--- src/include/xma_pkg.sv ---
// xma_pkg: opcodes, flag positions, widths and reset values for the
// extended data-memory alu.
// assumes: used by logic/xma_alu.sv and the testbench, referenced with xma_pkg:: names.
package xma_pkg;
    // data width of working register, memory byte and operands
    localparam int DW = 8;
    // bit index width for single-bit forms
    localparam int BW = 3;
    // reset value of the working register and memory write data
    localparam logic [7:0] WORK_RST = 8'h00;
    // value written by the set-all form
    localparam logic [7:0] ALL_ONES = 8'hFF;
    // one, for increment and decrement
    localparam logic [7:0] ONE_BYTE = 8'h01;
    localparam logic [7:0] ZERO_BYTE = 8'h00;

    // flag positions inside the status byte
    localparam int FLG_C  = 0;
    localparam int FLG_AC = 1;
    localparam int FLG_Z  = 2;
    localparam int FLG_OV = 3;
    localparam int FLG_SC = 4;
    localparam int FLG_CZ = 5;
    localparam logic [5:0] FLAG_RST = 6'h00;

    // operation codes
    typedef enum logic [4:0] {
        OP_NONE              = 5'h00,
        OP_OR_INTO_MEMORY    = 5'h01,
        OP_ROT_LEFT_MEM      = 5'h02,
        OP_ROT_LEFT_WORK     = 5'h03,
        OP_ROT_LEFT_C_MEM    = 5'h04,
        OP_ROT_LEFT_C_WORK   = 5'h05,
        OP_ROT_RIGHT_MEM     = 5'h06,
        OP_ROT_RIGHT_WORK    = 5'h07,
        OP_ROT_RIGHT_C_MEM   = 5'h08,
        OP_ROT_RIGHT_C_WORK  = 5'h09,
        OP_SUB_BORROW_WORK   = 5'h0A,
        OP_SUB_BORROW_MEM    = 5'h0B,
        OP_DEC_SKIP_MEM      = 5'h0C,
        OP_DEC_SKIP_WORK     = 5'h0D,
        OP_SET_ALL_MEM       = 5'h0E,
        OP_SET_BIT_MEM       = 5'h0F,
        OP_INC_SKIP_MEM      = 5'h10,
        OP_INC_SKIP_WORK     = 5'h11,
        OP_SKIP_NZ_BIT       = 5'h12,
        OP_SKIP_NZ_BYTE      = 5'h13,
        OP_SUB_WORK          = 5'h14,
        OP_SUB_MEM           = 5'h15,
        OP_SWAP_MEM          = 5'h16,
        OP_SWAP_WORK         = 5'h17
    } xma_op_e;

    // execution phase: normal or dummy cycle after a skip
    typedef enum logic {
        PH_RUN   = 1'b0,
        PH_DUMMY = 1'b1
    } xma_ph_e;
endpackage

--- src/logic/xma_alu.sv ---
// xma_alu: executes the memory-direct part of the extended instruction
// set, holding the working register and the alu flags.
// assumes: the sequencer presents one opcode with its memory byte and bit
// index while i_op_valid is high, writes o_mem_wdata back when o_mem_we
// pulses, and replaces the next instruction while o_skip is high.
//
// How it works
// - or working into memory, zero flag only
// - rotate memory left, bit7 to bit0, no flags
// - same left rotate into working register
// - nine-bit left rotate through carry into memory
// - left rotate through carry into working
// - rotate memory right, bit0 to bit7
// - same right rotate into working register
// - nine-bit right rotate through carry into memory
// - right rotate through carry into working
// - working minus memory minus not carry, all flags
// - same borrow subtract stored to memory
// - decrement memory, skip next when zero
// - decrement into working, skip when zero
// - write all ones to memory byte
// - set one selected memory bit
// - increment memory, skip next when zero
// - increment into working, skip when zero
// - skip when selected bit is one
// - skip when whole byte is nonzero
// - working minus memory into working, all flags
// - same subtract stored to memory
// - swap nibbles into memory or working
`timescale 1ns/1ps
module xma_alu (
    input  wire logic                i_sys_clk,      // system clock
    input  wire logic                i_rst_n,        // async reset, low
    input  wire logic                i_clk_en,       // freezes state when low
    input  wire logic                i_op_valid,     // opcode present
    input  wire logic [4:0]          i_op,           // operation code
    input  wire logic [7:0]          i_mem_rdata,    // addressed byte
    input  wire logic [2:0]          i_bit_sel,      // bit index
    output logic                     o_op_ready,     // can take an opcode
    output logic                     o_mem_we,       // memory write pulse
    output logic [7:0]               o_mem_wdata,    // byte to write
    output logic [7:0]               o_working_register, // working reg
    output logic [5:0]               o_flags,        // status flags
    output logic                     o_skip          // dummy cycle now
);

    ////////////////////////////////////////////////////////////////////
    // state
    // one struct: one comb copy fills it, one register holds it

    // all registered state in one struct
    // the dummy phase sits here too, so a low clock enable also
    // holds a pending skip until the sequencer runs again
    typedef struct packed {
        logic [7:0]       work;     // working register
        logic [5:0]       flags;    // c, ac, z, ov, sc, cz
        logic             we;       // memory write strobe
        logic [7:0]       wdata;    // memory write data
        xma_pkg::xma_ph_e ph;       // run or dummy
    } xma_st_s;

    xma_st_s st_ff;       // current state
    xma_st_s nxt_st;      // next state

    ////////////////////////////////////////////////////////////////////
    // arithmetic helpers
    // shared by the subtract and step forms; the other results are built in the case below

    logic [7:0] m;                  // memory operand
    logic [7:0] w;                  // working operand
    logic       c_in;               // carry in
    logic       borrow_in;          // inverted carry for borrow forms
    logic [8:0] diff;               // nine-bit difference
    logic [4:0] diff_lo;            // low nibble difference
    logic [7:0] dec_v;              // m - 1
    logic [7:0] inc_v;              // m + 1
    logic       ov_v;               // signed overflow of subtract
    logic       sub_is_borrow;      // borrow form selected

    // memory forms read the byte offered now, never their own last
    // write: a back-to-back access to one address needs forwarding
    // in the sequencer
    assign m         = i_mem_rdata;
    assign w         = st_ff.work;
    assign c_in      = st_ff.flags[xma_pkg::FLG_C];
    assign sub_is_borrow = (i_op == xma_pkg::OP_SUB_BORROW_WORK) ||
                           (i_op == xma_pkg::OP_SUB_BORROW_MEM);
    // borrow forms subtract the complement of carry
    assign borrow_in = sub_is_borrow ? ~c_in : 1'b0;
    // nine-bit difference; bit 8 set means the result went negative
    assign diff      = {1'b0, w} - {1'b0, m} - {8'h00, borrow_in};
    // nibble difference; bit 4 set means a borrow out of bit 3
    assign diff_lo   = {1'b0, w[3:0]} - {1'b0, m[3:0]}
                       - {4'h0, borrow_in};
    // step values wrap: 00 minus one is ff, ff plus one is 00,
    // and the zero skip tests depend on that wrap
    assign dec_v     = m - xma_pkg::ONE_BYTE;
    assign inc_v     = m + xma_pkg::ONE_BYTE;
    // overflow: operand signs differ and result sign differs from w
    assign ov_v      = (w[7] ^ m[7]) & (w[7] ^ diff[7]);

    ////////////////////////////////////////////////////////////////////
    // next-state logic
    // one opcode per enabled edge, none during a dummy cycle

    // decode the opcode and compute results, flags and skip
    always_comb begin
        logic [7:0] sub_res;
        logic       z_sub;
        // subtract result and its zero test, shared by four forms
        sub_res = diff[7:0];
        z_sub   = (sub_res == xma_pkg::ZERO_BYTE);
        // defaults: hold every register, drop the write strobe
        nxt_st  = st_ff;
        nxt_st.we = 1'b0;
        if (st_ff.ph == xma_pkg::PH_DUMMY) begin
            // dummy cycle replaces the skipped instruction; an opcode
            // offered now is refused, ready is low
            nxt_st.ph = xma_pkg::PH_RUN;
        end else if (i_op_valid) begin
            // ready is high, so a valid opcode is taken this edge
            unique case (xma_pkg::xma_op_e'(i_op))
                // or into memory; only the zero flag follows the result
                xma_pkg::OP_OR_INTO_MEMORY: begin
                    nxt_st.we    = 1'b1;
                    nxt_st.wdata = w | m;
                    nxt_st.flags[xma_pkg::FLG_Z] =
                        ((w | m) == xma_pkg::ZERO_BYTE);
                end
                // plain left rotate written back to memory
                xma_pkg::OP_ROT_LEFT_MEM: begin
                    nxt_st.we    = 1'b1;
                    nxt_st.wdata = {m[6:0], m[7]};
                end
                // plain left rotate into working; memory untouched
                xma_pkg::OP_ROT_LEFT_WORK: begin
                    nxt_st.work = {m[6:0], m[7]};
                end
                // nine-bit left rotate through carry, back to memory
                xma_pkg::OP_ROT_LEFT_C_MEM: begin
                    nxt_st.we    = 1'b1;
                    nxt_st.wdata = {m[6:0], c_in};
                    nxt_st.flags[xma_pkg::FLG_C] = m[7];
                end
                // nine-bit left rotate through carry into working
                xma_pkg::OP_ROT_LEFT_C_WORK: begin
                    nxt_st.work = {m[6:0], c_in};
                    nxt_st.flags[xma_pkg::FLG_C] = m[7];
                end
                // plain right rotate written back to memory
                xma_pkg::OP_ROT_RIGHT_MEM: begin
                    nxt_st.we    = 1'b1;
                    nxt_st.wdata = {m[0], m[7:1]};
                end
                // plain right rotate into working; memory untouched
                xma_pkg::OP_ROT_RIGHT_WORK: begin
                    nxt_st.work = {m[0], m[7:1]};
                end
                // nine-bit right rotate through carry, back to memory
                xma_pkg::OP_ROT_RIGHT_C_MEM: begin
                    nxt_st.we    = 1'b1;
                    nxt_st.wdata = {c_in, m[7:1]};
                    nxt_st.flags[xma_pkg::FLG_C] = m[0];
                end
                // nine-bit right rotate through carry into working
                xma_pkg::OP_ROT_RIGHT_C_WORK: begin
                    nxt_st.work = {c_in, m[7:1]};
                    nxt_st.flags[xma_pkg::FLG_C] = m[0];
                end
                // four subtract forms: borrow forms take carry in,
                // memory forms write the byte back
                xma_pkg::OP_SUB_BORROW_WORK,
                xma_pkg::OP_SUB_WORK,
                xma_pkg::OP_SUB_BORROW_MEM,
                xma_pkg::OP_SUB_MEM: begin
                    // destination picked by the memory forms
                    if ((i_op == xma_pkg::OP_SUB_BORROW_MEM) ||
                        (i_op == xma_pkg::OP_SUB_MEM)) begin
                        nxt_st.we    = 1'b1;
                        nxt_st.wdata = sub_res;
                    end else begin
                        nxt_st.work = sub_res;
                    end
                    // carry set when no borrow out
                    nxt_st.flags[xma_pkg::FLG_C]  = ~diff[8];
                    // auxiliary carry set when the nibble needed no borrow
                    nxt_st.flags[xma_pkg::FLG_AC] = ~diff_lo[4];
                    nxt_st.flags[xma_pkg::FLG_Z]  = z_sub;
                    // overflow: the signed result left the byte range
                    nxt_st.flags[xma_pkg::FLG_OV] = ov_v;
                    // signed carry: sign of true result
                    nxt_st.flags[xma_pkg::FLG_SC] = ov_v ^ sub_res[7];
                    // chained zero keeps zero over a borrow chain
                    nxt_st.flags[xma_pkg::FLG_CZ] = sub_is_borrow ?
                        (z_sub & st_ff.flags[xma_pkg::FLG_CZ]) : z_sub;
                end
                // decrement memory; the skip looks at the new value,
                // so only a byte of 01 leads to a dummy cycle
                xma_pkg::OP_DEC_SKIP_MEM: begin
                    nxt_st.we    = 1'b1;
                    nxt_st.wdata = dec_v;
                    if (dec_v == xma_pkg::ZERO_BYTE) begin
                        nxt_st.ph = xma_pkg::PH_DUMMY;
                    end
                end
                // decrement into working; memory untouched
                xma_pkg::OP_DEC_SKIP_WORK: begin
                    nxt_st.work = dec_v;
                    if (dec_v == xma_pkg::ZERO_BYTE) begin
                        nxt_st.ph = xma_pkg::PH_DUMMY;
                    end
                end
                // all ones into memory, flags kept
                xma_pkg::OP_SET_ALL_MEM: begin
                    nxt_st.we    = 1'b1;
                    nxt_st.wdata = xma_pkg::ALL_ONES;
                end
                // one chosen bit forced high, flags kept
                xma_pkg::OP_SET_BIT_MEM: begin
                    nxt_st.we    = 1'b1;
                    nxt_st.wdata = m | (xma_pkg::ONE_BYTE << i_bit_sel);
                    // other bits kept
                    // an eight-bit shift, so index 7 is the top bit
                end
                // increment memory; ff wraps to 00 and skips
                xma_pkg::OP_INC_SKIP_MEM: begin
                    nxt_st.we    = 1'b1;
                    nxt_st.wdata = inc_v;
                    if (inc_v == xma_pkg::ZERO_BYTE) begin
                        nxt_st.ph = xma_pkg::PH_DUMMY;
                    end
                end
                // increment into working; memory untouched
                xma_pkg::OP_INC_SKIP_WORK: begin
                    nxt_st.work = inc_v;
                    if (inc_v == xma_pkg::ZERO_BYTE) begin
                        nxt_st.ph = xma_pkg::PH_DUMMY;
                    end
                end
                // skip when the chosen bit is one;
                // no write and no flag change
                xma_pkg::OP_SKIP_NZ_BIT: begin
                    if (m[i_bit_sel]) begin
                        nxt_st.ph = xma_pkg::PH_DUMMY;
                    end
                end
                // skip when any bit of the byte is one
                xma_pkg::OP_SKIP_NZ_BYTE: begin
                    if (m != xma_pkg::ZERO_BYTE) begin
                        nxt_st.ph = xma_pkg::PH_DUMMY;
                    end
                end
                // nibbles exchanged and written back
                xma_pkg::OP_SWAP_MEM: begin
                    nxt_st.we    = 1'b1;
                    nxt_st.wdata = {m[3:0], m[7:4]};
                end
                // nibbles exchanged into working
                xma_pkg::OP_SWAP_WORK: begin
                    nxt_st.work = {m[3:0], m[7:4]};
                end
                default: begin
                    // unknown or idle code does nothing
                    nxt_st.we = 1'b0;
                end
            endcase
        end
    end

    ////////////////////////////////////////////////////////////////////
    // state register
    // asynchronous clear, then the clock-enabled copy

    // registers the state copy; clock enable low freezes everything
    // reset clears the dummy phase: a skip cut short by reset is lost
    always_ff @(posedge i_sys_clk or negedge i_rst_n) begin
        if (!i_rst_n) begin
            st_ff.work  <= xma_pkg::WORK_RST;
            st_ff.flags <= xma_pkg::FLAG_RST;
            st_ff.we    <= 1'b0;
            st_ff.wdata <= xma_pkg::WORK_RST;
            st_ff.ph    <= xma_pkg::PH_RUN;
        end else if (i_clk_en) begin
            st_ff <= nxt_st;
        end
    end

    ////////////////////////////////////////////////////////////////////
    // outputs
    // handshake from the phase bit, data straight from flip-flops

    // ready and skip are the one phase bit seen from two sides;
    // both come from a flip-flop, so neither can glitch
    assign o_op_ready         = (st_ff.ph == xma_pkg::PH_RUN);
    assign o_skip             = (st_ff.ph == xma_pkg::PH_DUMMY);
    // write strobe lasts one enabled cycle; data holds after it
    assign o_mem_we           = st_ff.we;
    assign o_mem_wdata        = st_ff.wdata;
    assign o_working_register = st_ff.work;
    assign o_flags            = st_ff.flags;

endmodule // xma_alu

--- config.mk ---
export PLATFORM = sky130hd
export DESIGN_NAME = xma_alu
export DESIGN_NICKNAME = d
export VERILOG_FILES = /design/src/include/xma_pkg.sv /design/src/logic/xma_alu.sv
export SDC_FILE = /design/constraint.sdc
export NUM_CORES = 1
export LEC_CHECK = 0
export ABC_AREA = 1
export BUFFER_PORTS_ARGS = -buffer_cell sky130_fd_sc_hd__buf_4
export CORE_AREA = 2 2 83 85
export CTS_CLUSTER_DIAMETER = 60
export DETAILED_ROUTE_END_ITERATION = 6
export DIE_AREA = 0 0 85 87
export GPL_TIMING_DRIVEN = 0
export MAX_ROUTING_LAYER = met4
export PLACE_DENSITY = 0.78
export SYNTH_ARGS = -nofsm -noshare
export SYNTH_HDL_FRONTEND = slang
export SYNTH_SLANG_ARGS = --single-unit
--- constraint.sdc ---
create_clock -name i_sys_clk -period 2.6 [get_ports i_sys_clk]
set_input_delay 0.26 -clock i_sys_clk [delete_from_list [all_inputs] [get_ports i_sys_clk]]
set_output_delay 0.26 -clock i_sys_clk [all_outputs]
set_load 0.005 [all_outputs]
======== Yosys cells after proc, flatten, opt, wreduce, memory -nomap -nowiden ========
Index checks and enable logic that the tools add are counted.
word-level totals
  flip-flop bits (word level) ............. 24
  input bits .............................. 20
  word-level logic and storage cells ...... 92
operators by class
  add/subtract/negate cells ............... 6
  $lt $le $gt $ge ......................... 1
  equal/unequal tests ..................... 25
  shift operators ......................... 1
  muxes and demuxes ....................... 19
  bitwise logic cells ..................... 11
  reduce and logical (&&, ||, !) cells .... 22
operator list
  kind                                                                number
  8-bit case mux with 11 select lines                                 1
  8-bit case mux with 8 select lines                                  1
  5-bit by 4-bit == test with 1-bit output, second input constant     8
  5-bit == test, second input constant                                8
  8-bit zero test                                                     4
  5-bit by 3-bit == test with 1-bit output, second input constant     4
  9-bit 2-to-1 mux                                                    2
  8-bit bitwise OR                                                    2
  8-bit nonzero test                                                  2
  4-bit AND reduction                                                 3
  11-bit nonzero test                                                 1
  5-bit by 2-bit == test with 1-bit output, second input constant     2
  10-bit 2-to-1 mux                                                   1
  5-bit AND reduction                                                 2
  10-bit OR reduction                                                 1
  8-bit by 8-bit subtractor with 9-bit output                         1
  9-bit by 1-bit subtractor with 9-bit output                         1
  8-bit by 1-bit adder with 8-bit output, second input constant       1
  1-bit 2-to-1 mux                                                    8
  8-bit 2-to-1 mux                                                    1
  2-bit OR reduction                                                  4
  1-bit by 3-bit << shifter with 8-bit output, first input constant   1
  8-bit by 1-bit subtractor with 8-bit output, second input constant  1
  5-bit by 1-bit == test with 1-bit output, second input constant     1
  15 further kinds                                                    24

======== Logic depth before layout (Yosys ltp) ========
  depth after elaboration ................. 8
  gate-level depth with buffers ........... 24
  depth with buffers taken out ............ 23

======== Worst setup path before layout ========
No wires, ideal clock.
  path kind ............................... input -> register
  start point ............................. input i_op[4]
  end point ............................... register st_ff, in the netlist o_working_register[4]
  setup time .............................. 0.117 ns
  data arrival time ....................... 2.668 ns
  required time ........................... 2.483 ns
  slack ................................... -0.185 ns
  stages on the path ...................... 23
  path buffers ............................ 1
  path through ............................ buf_6 > inv_2 > nand2_1 > nor2_1 > nand3_1 > fa_1 > ha_1 > inv_1 > nand2_1 > inv_1 > fa_1 > inv_1 > o21ai_0 > nand2_1 > nand2_1 > nand2_1 > inv_1 > nand2_1 > nand2_1 > nor2_1 > nand2_1 > nand2_1 > nand2_1
on the way
  cells in the longest elaborated chain, start to end .. 6
ends and longest elaborated chain
  what                                                                line            source
  start, declared                                                     xma_alu.sv:36   input wire logic [4:0] i_op,
  5-bit by 4-bit == test with 1-bit output, on equally long branches  -
  1-bit logical OR                                                    xma_alu.sv:86   assign sub_is_borrow = (i_op == xma_pkg::OP_SUB_BORROW_WORK) ||
  1-bit 2-to-1 mux                                                    xma_alu.sv:89   assign borrow_in = sub_is_borrow ? ~c_in : 1'b0;
  9-bit by 1-bit subtractor with 9-bit output                         xma_alu.sv:91   assign diff = {1'b0, w} - {1'b0, m} - {8'h00, borrow_in};
  8-bit 2-to-1 mux                                                    xma_alu.sv:177  if ((i_op == xma_pkg::OP_SUB_BORROW_MEM) ||
  8-bit case mux with 8 select lines                                  xma_alu.sv:122  unique case (xma_pkg::xma_op_e'(i_op))
  end signal, assigned                                                xma_alu.sv:284  st_ff <= nxt_st;
  end, declared                                                       xma_alu.sv:62   xma_st_s st_ff;
Several ways; a longest one is shown, not always the timed one. The select of a mux whose other input is x is not followed.
A chain may end at the register's enable or synchronous reset.

======== Final worst setup path ========
  start point ............................. register st_ff, in the netlist o_flags[0]
  end point ............................... register st_ff, in the netlist o_flags[2]
on the way
  cells in the longest elaborated chain, start to end .. 5
ends and longest elaborated chain
  what                                         line            source
  1-bit inverter                               xma_alu.sv:89
  1-bit 2-to-1 mux                             xma_alu.sv:89
  9-bit by 1-bit subtractor with 9-bit output  xma_alu.sv:91
  8-bit zero test                              xma_alu.sv:112  z_sub = (sub_res == xma_pkg::ZERO_BYTE);
  1-bit case mux with 2 select lines           xma_alu.sv:122
No other way between the ends.

==> metrics list <==
- The first detailed-routing pass took 7 iterations.
- In this run the number of H-tree levels came out at 1.
- Vias in the first global route: between 4000 and 5000
- Library cell with the highest instance count after synthesis: sky130_fd_sc_hd__nand2_1
- In the final layout, the share of cells above drive strength 1 is 16.6%.
- Wires add up to roughly 13 mm.
* Global-route wire length before repair: roughly 21 mm
* Outcome: complete, but fails checks
- STA classifies the critical path startpoint as a register.
- The die covers ~7400 um2.
- Global-route total usage across every layer: between 30% and 40%
- In this run the standard cell core region covers ~6600 um2.
- Pins Over Slew Limit: 0
- VDD sags by at most 0.532 mV.
* Nets@finish: 727
* Power density normalized to cell area: ~630 nW/um2
* CP Data Required Time: roughly 2.8 ns
- Total clock sinks: 24
* Critical Path End Type: register
- Width of the die: 85 um
- Setup repair after global routing could not meet its margin everywhere.
- Number of enable flip-flop cells after synthesis: 0
- Number of rows in the core area: 30
- The later pin in the worst-skew pair is clocked with a latency of approximately 0.27 ns.
- Synthesized net count: ~670
- The top cell type by area accounts for between 20% and 30% of the synthesized area.
* P&R area growth vs syn: 19.1%
- Drt drc: 0
* Total negative slack: -0.603 ns
- The detail route stage leaves a number of antenna-violating nets equal to 0.
- Per-cell via count in the routed design: 5.85
* Top area cells in the synthesized netlist: sky130_fd_sc_hd__nand2_1 (24%), sky130_fd_sc_hd__dfrtp_1 (17%), sky130_fd_sc_hd__nor2_1 (11%)
* Leakage power figure: about 2.2 nW
* Starting utilization of the core area: a little over half
- Before CTS, the worst setup slack after placement is -0.741 ns.
* Clock transition at the register clock pins on the worst setup and hold paths after CTS: 0.08 ns
* Kind of critical path: register to register
* Cell count after synthesis: ~630
* First-iteration detailed-routing DRC count: slightly below 500
- Boundary Pins: 45
- The number of clock buffers added by TritonCTS is 3.
* ANT cells: 0
- At the end of routability-driven placement, the weighted congestion stood at a little over 1.
* Relative slew slack: approximately 50%
* Maximum number of buffers from clock root to sink: 2
- Total number of vias: 4445
- Between clock sinks in the finished design, the worst skew comes to between 0.008 and 0.009 ns.
- The final reports fail on setup timing.
- Transition time of the tightest slew-check pin: roughly 0.75 ns
- Critical Path AT: about 3 ns
- Sorting the synthesized cells by how often they occur yields sky130_fd_sc_hd__nand2_1 (219), sky130_fd_sc_hd__nor2_1 (101), sky130_fd_sc_hd__inv_1 (69), sky130_fd_sc_hd__nand3_1 (59), sky130_fd_sc_hd__o21ai_0 (27).
- Entering global routing, the biggest net connects 25 pins.
- The synthesized design contains 24 register bits.
* Register area share after synthesis: between 15 and 20%
- The synthesized netlist contains 35 unique library cells.
- Subtracting the final worst setup slack from the clock period gives between 2 and 3 ns.
- For this run, asynchronously set or reset flops after synthesis account for 100%.
- In this run the worst path has a maximum fanout of 2.
* Routed len/inst: between 15 and 20 um
- Crit share post-route: 107%
* Post-Syn Area: 3450 um2
* Commonest register cell after synthesis: sky130_fd_sc_hd__dfrtp_1
- The number of antenna violations at the first check in global routing came to 0.
* Worst min-delay path class: primary input to register
- For this run, the number of Yosys warnings is 0.
* CTS tree: done
- Remaining global-route overflow: 0
- Total power for the finished layout comes to 0.00261 W.
* Syn_area_per_cell: 5.52 um2
* Buffers on Ports: 42
* Synth area leader: sky130_fd_sc_hd__nand2_1
- PnR worst setup slack: -0.171 ns
- Fmax: 0.361 GHz
* Chip Height: about 87 um
- HPWL Detailed: just over 10 mm
* Cell at the root of the clock tree: sky130_fd_sc_hd__clkbuf_8
- Final number of setup-violating endpoints: 8
* Max-capacitance violation count: 0
* Worst hold-check slack: 0.247 ns
- The final hold violation count came to 0.
[cell families after synthesis]
family                   share of synthesized area (%)
AND/OR/NAND/NOR                                   50.9
adder cells (fa/ha/maj)                           9.86
XOR/XNOR                                          2.28
buffers and inverters                             10.8
flip-flops                                        17.4
AO/OA/AOI/OAI                                     8.77
[flip-flops by register name, summed over array words and instances, names as in the netlist]
register	flops
o_flags	6
o_mem_wdata	8
o_mem_we	1
o_skip	1
o_working_register	8
[through the flow]
step	std cells	utilization (%)	area (um2)
finish	760	62.6	4110
global route	760	62.6	4110
CTS	758	61.6	4050
detailed placement	748	59.5	3910
global placement	748	59.5	3910
floorplan	626	-	3490
[final timing paths]
| kind | start | end | slack (ns) | cells past startpoint |
|---|---|---|---|---|
| worst min register to register | o_mem_wdata[1] | o_mem_wdata[1] | 0.49 | 2 |
| max in group asynchronous | i_rst_n | o_flags[2] | 1.90 | 2 |
| worst max-delay path | o_flags[0] | o_flags[2] | -0.17 | 14 |
| worst max register to register | o_flags[0] | o_flags[2] | -0.17 | 14 |
| min in group asynchronous | i_rst_n | o_mem_wdata[2] | 0.44 | 2 |
| worst min-delay path | i_clk_en | o_mem_we | 0.25 | 4 |
[placed cells by master (no fill, tap or decap), types with 3 or more instances in the layout]
master                     instances
sky130_fd_sc_hd__nand3b_1          3
sky130_fd_sc_hd__buf_4            50
sky130_fd_sc_hd__inv_2            14
sky130_fd_sc_hd__nand2_2          12
sky130_fd_sc_hd__nor2_2            6
sky130_fd_sc_hd__nand3_1          54
sky130_fd_sc_hd__nor3_1            4
sky130_fd_sc_hd__o21ai_0          24
sky130_fd_sc_hd__xor2_1            8
sky130_fd_sc_hd__inv_1            62
sky130_fd_sc_hd__clkbuf_8          3
sky130_fd_sc_hd__nand3_2           7
sky130_fd_sc_hd__dfrtp_1          24
sky130_fd_sc_hd__clkbuf_1          6
sky130_fd_sc_hd__nor2_1           98
sky130_fd_sc_hd__ha_1             23
sky130_fd_sc_hd__nand4_1          16
sky130_fd_sc_hd__a21oi_1          14
sky130_fd_sc_hd__nand2_1         212
sky130_fd_sc_hd__o21ai_2           3
[worst max-delay path: stages (launching register included)]
cell	delay, ns
sky130_fd_sc_hd__dfrtp_1	0.40
sky130_fd_sc_hd__inv_2	0.08
sky130_fd_sc_hd__nand3_2	0.09
sky130_fd_sc_hd__fa_1	0.52
sky130_fd_sc_hd__ha_2	0.18
sky130_fd_sc_hd__inv_2	0.04
sky130_fd_sc_hd__nand2_2	0.07
sky130_fd_sc_hd__inv_2	0.04
sky130_fd_sc_hd__fa_2	0.54
sky130_fd_sc_hd__nand3_2	0.09
sky130_fd_sc_hd__nor2_2	0.13
sky130_fd_sc_hd__nand3_2	0.07
sky130_fd_sc_hd__nor2_2	0.16
sky130_fd_sc_hd__nand4_1	0.12
sky130_fd_sc_hd__a21oi_1	0.16
[final cells by class]
class | count | area, um2
plain buffers | 12 | 77.6
clock buffers | 3 | 41.3
clock inverters | 1 | 30.0
fillers | 663 | 2450
inverters | 80 | 310
multi-input cells | 510 | 2580
flip-flops and latches | 24 | 601
well taps | 80 | 100
repair buffers | 50 | 378
[report_power, final]
group	leakage, nW	switching, W	internal, W
logic	1.87	0.00100	0.000684
registers	0.301	0.0000928	0.000494
clock network	0.0357	0.000129	0.000206
total	2.20	0.00122	0.00138
[routing by layer]
layer | share of wire (%) | vias to the layer above | GRT usage [%]
met5 | 0 | - | -
met4 | 4.6 | 0 | 16.0
met3 | 12 | 53 | 6.16
met2 | 43 | 299 | 55.3
met1 | 40 | 1995 | 48.6
li1 | - | 2098 | -
[what timing repair did]
action,CTS,global route
gates resized for setup,12,16
setup buffers,5,2
pin swaps,6,15
hold buffers,1,0
hold endpoints to repair,24,0
setup endpoints to repair,12,18
No activity file was read; power rests on OpenSTA's default activity.
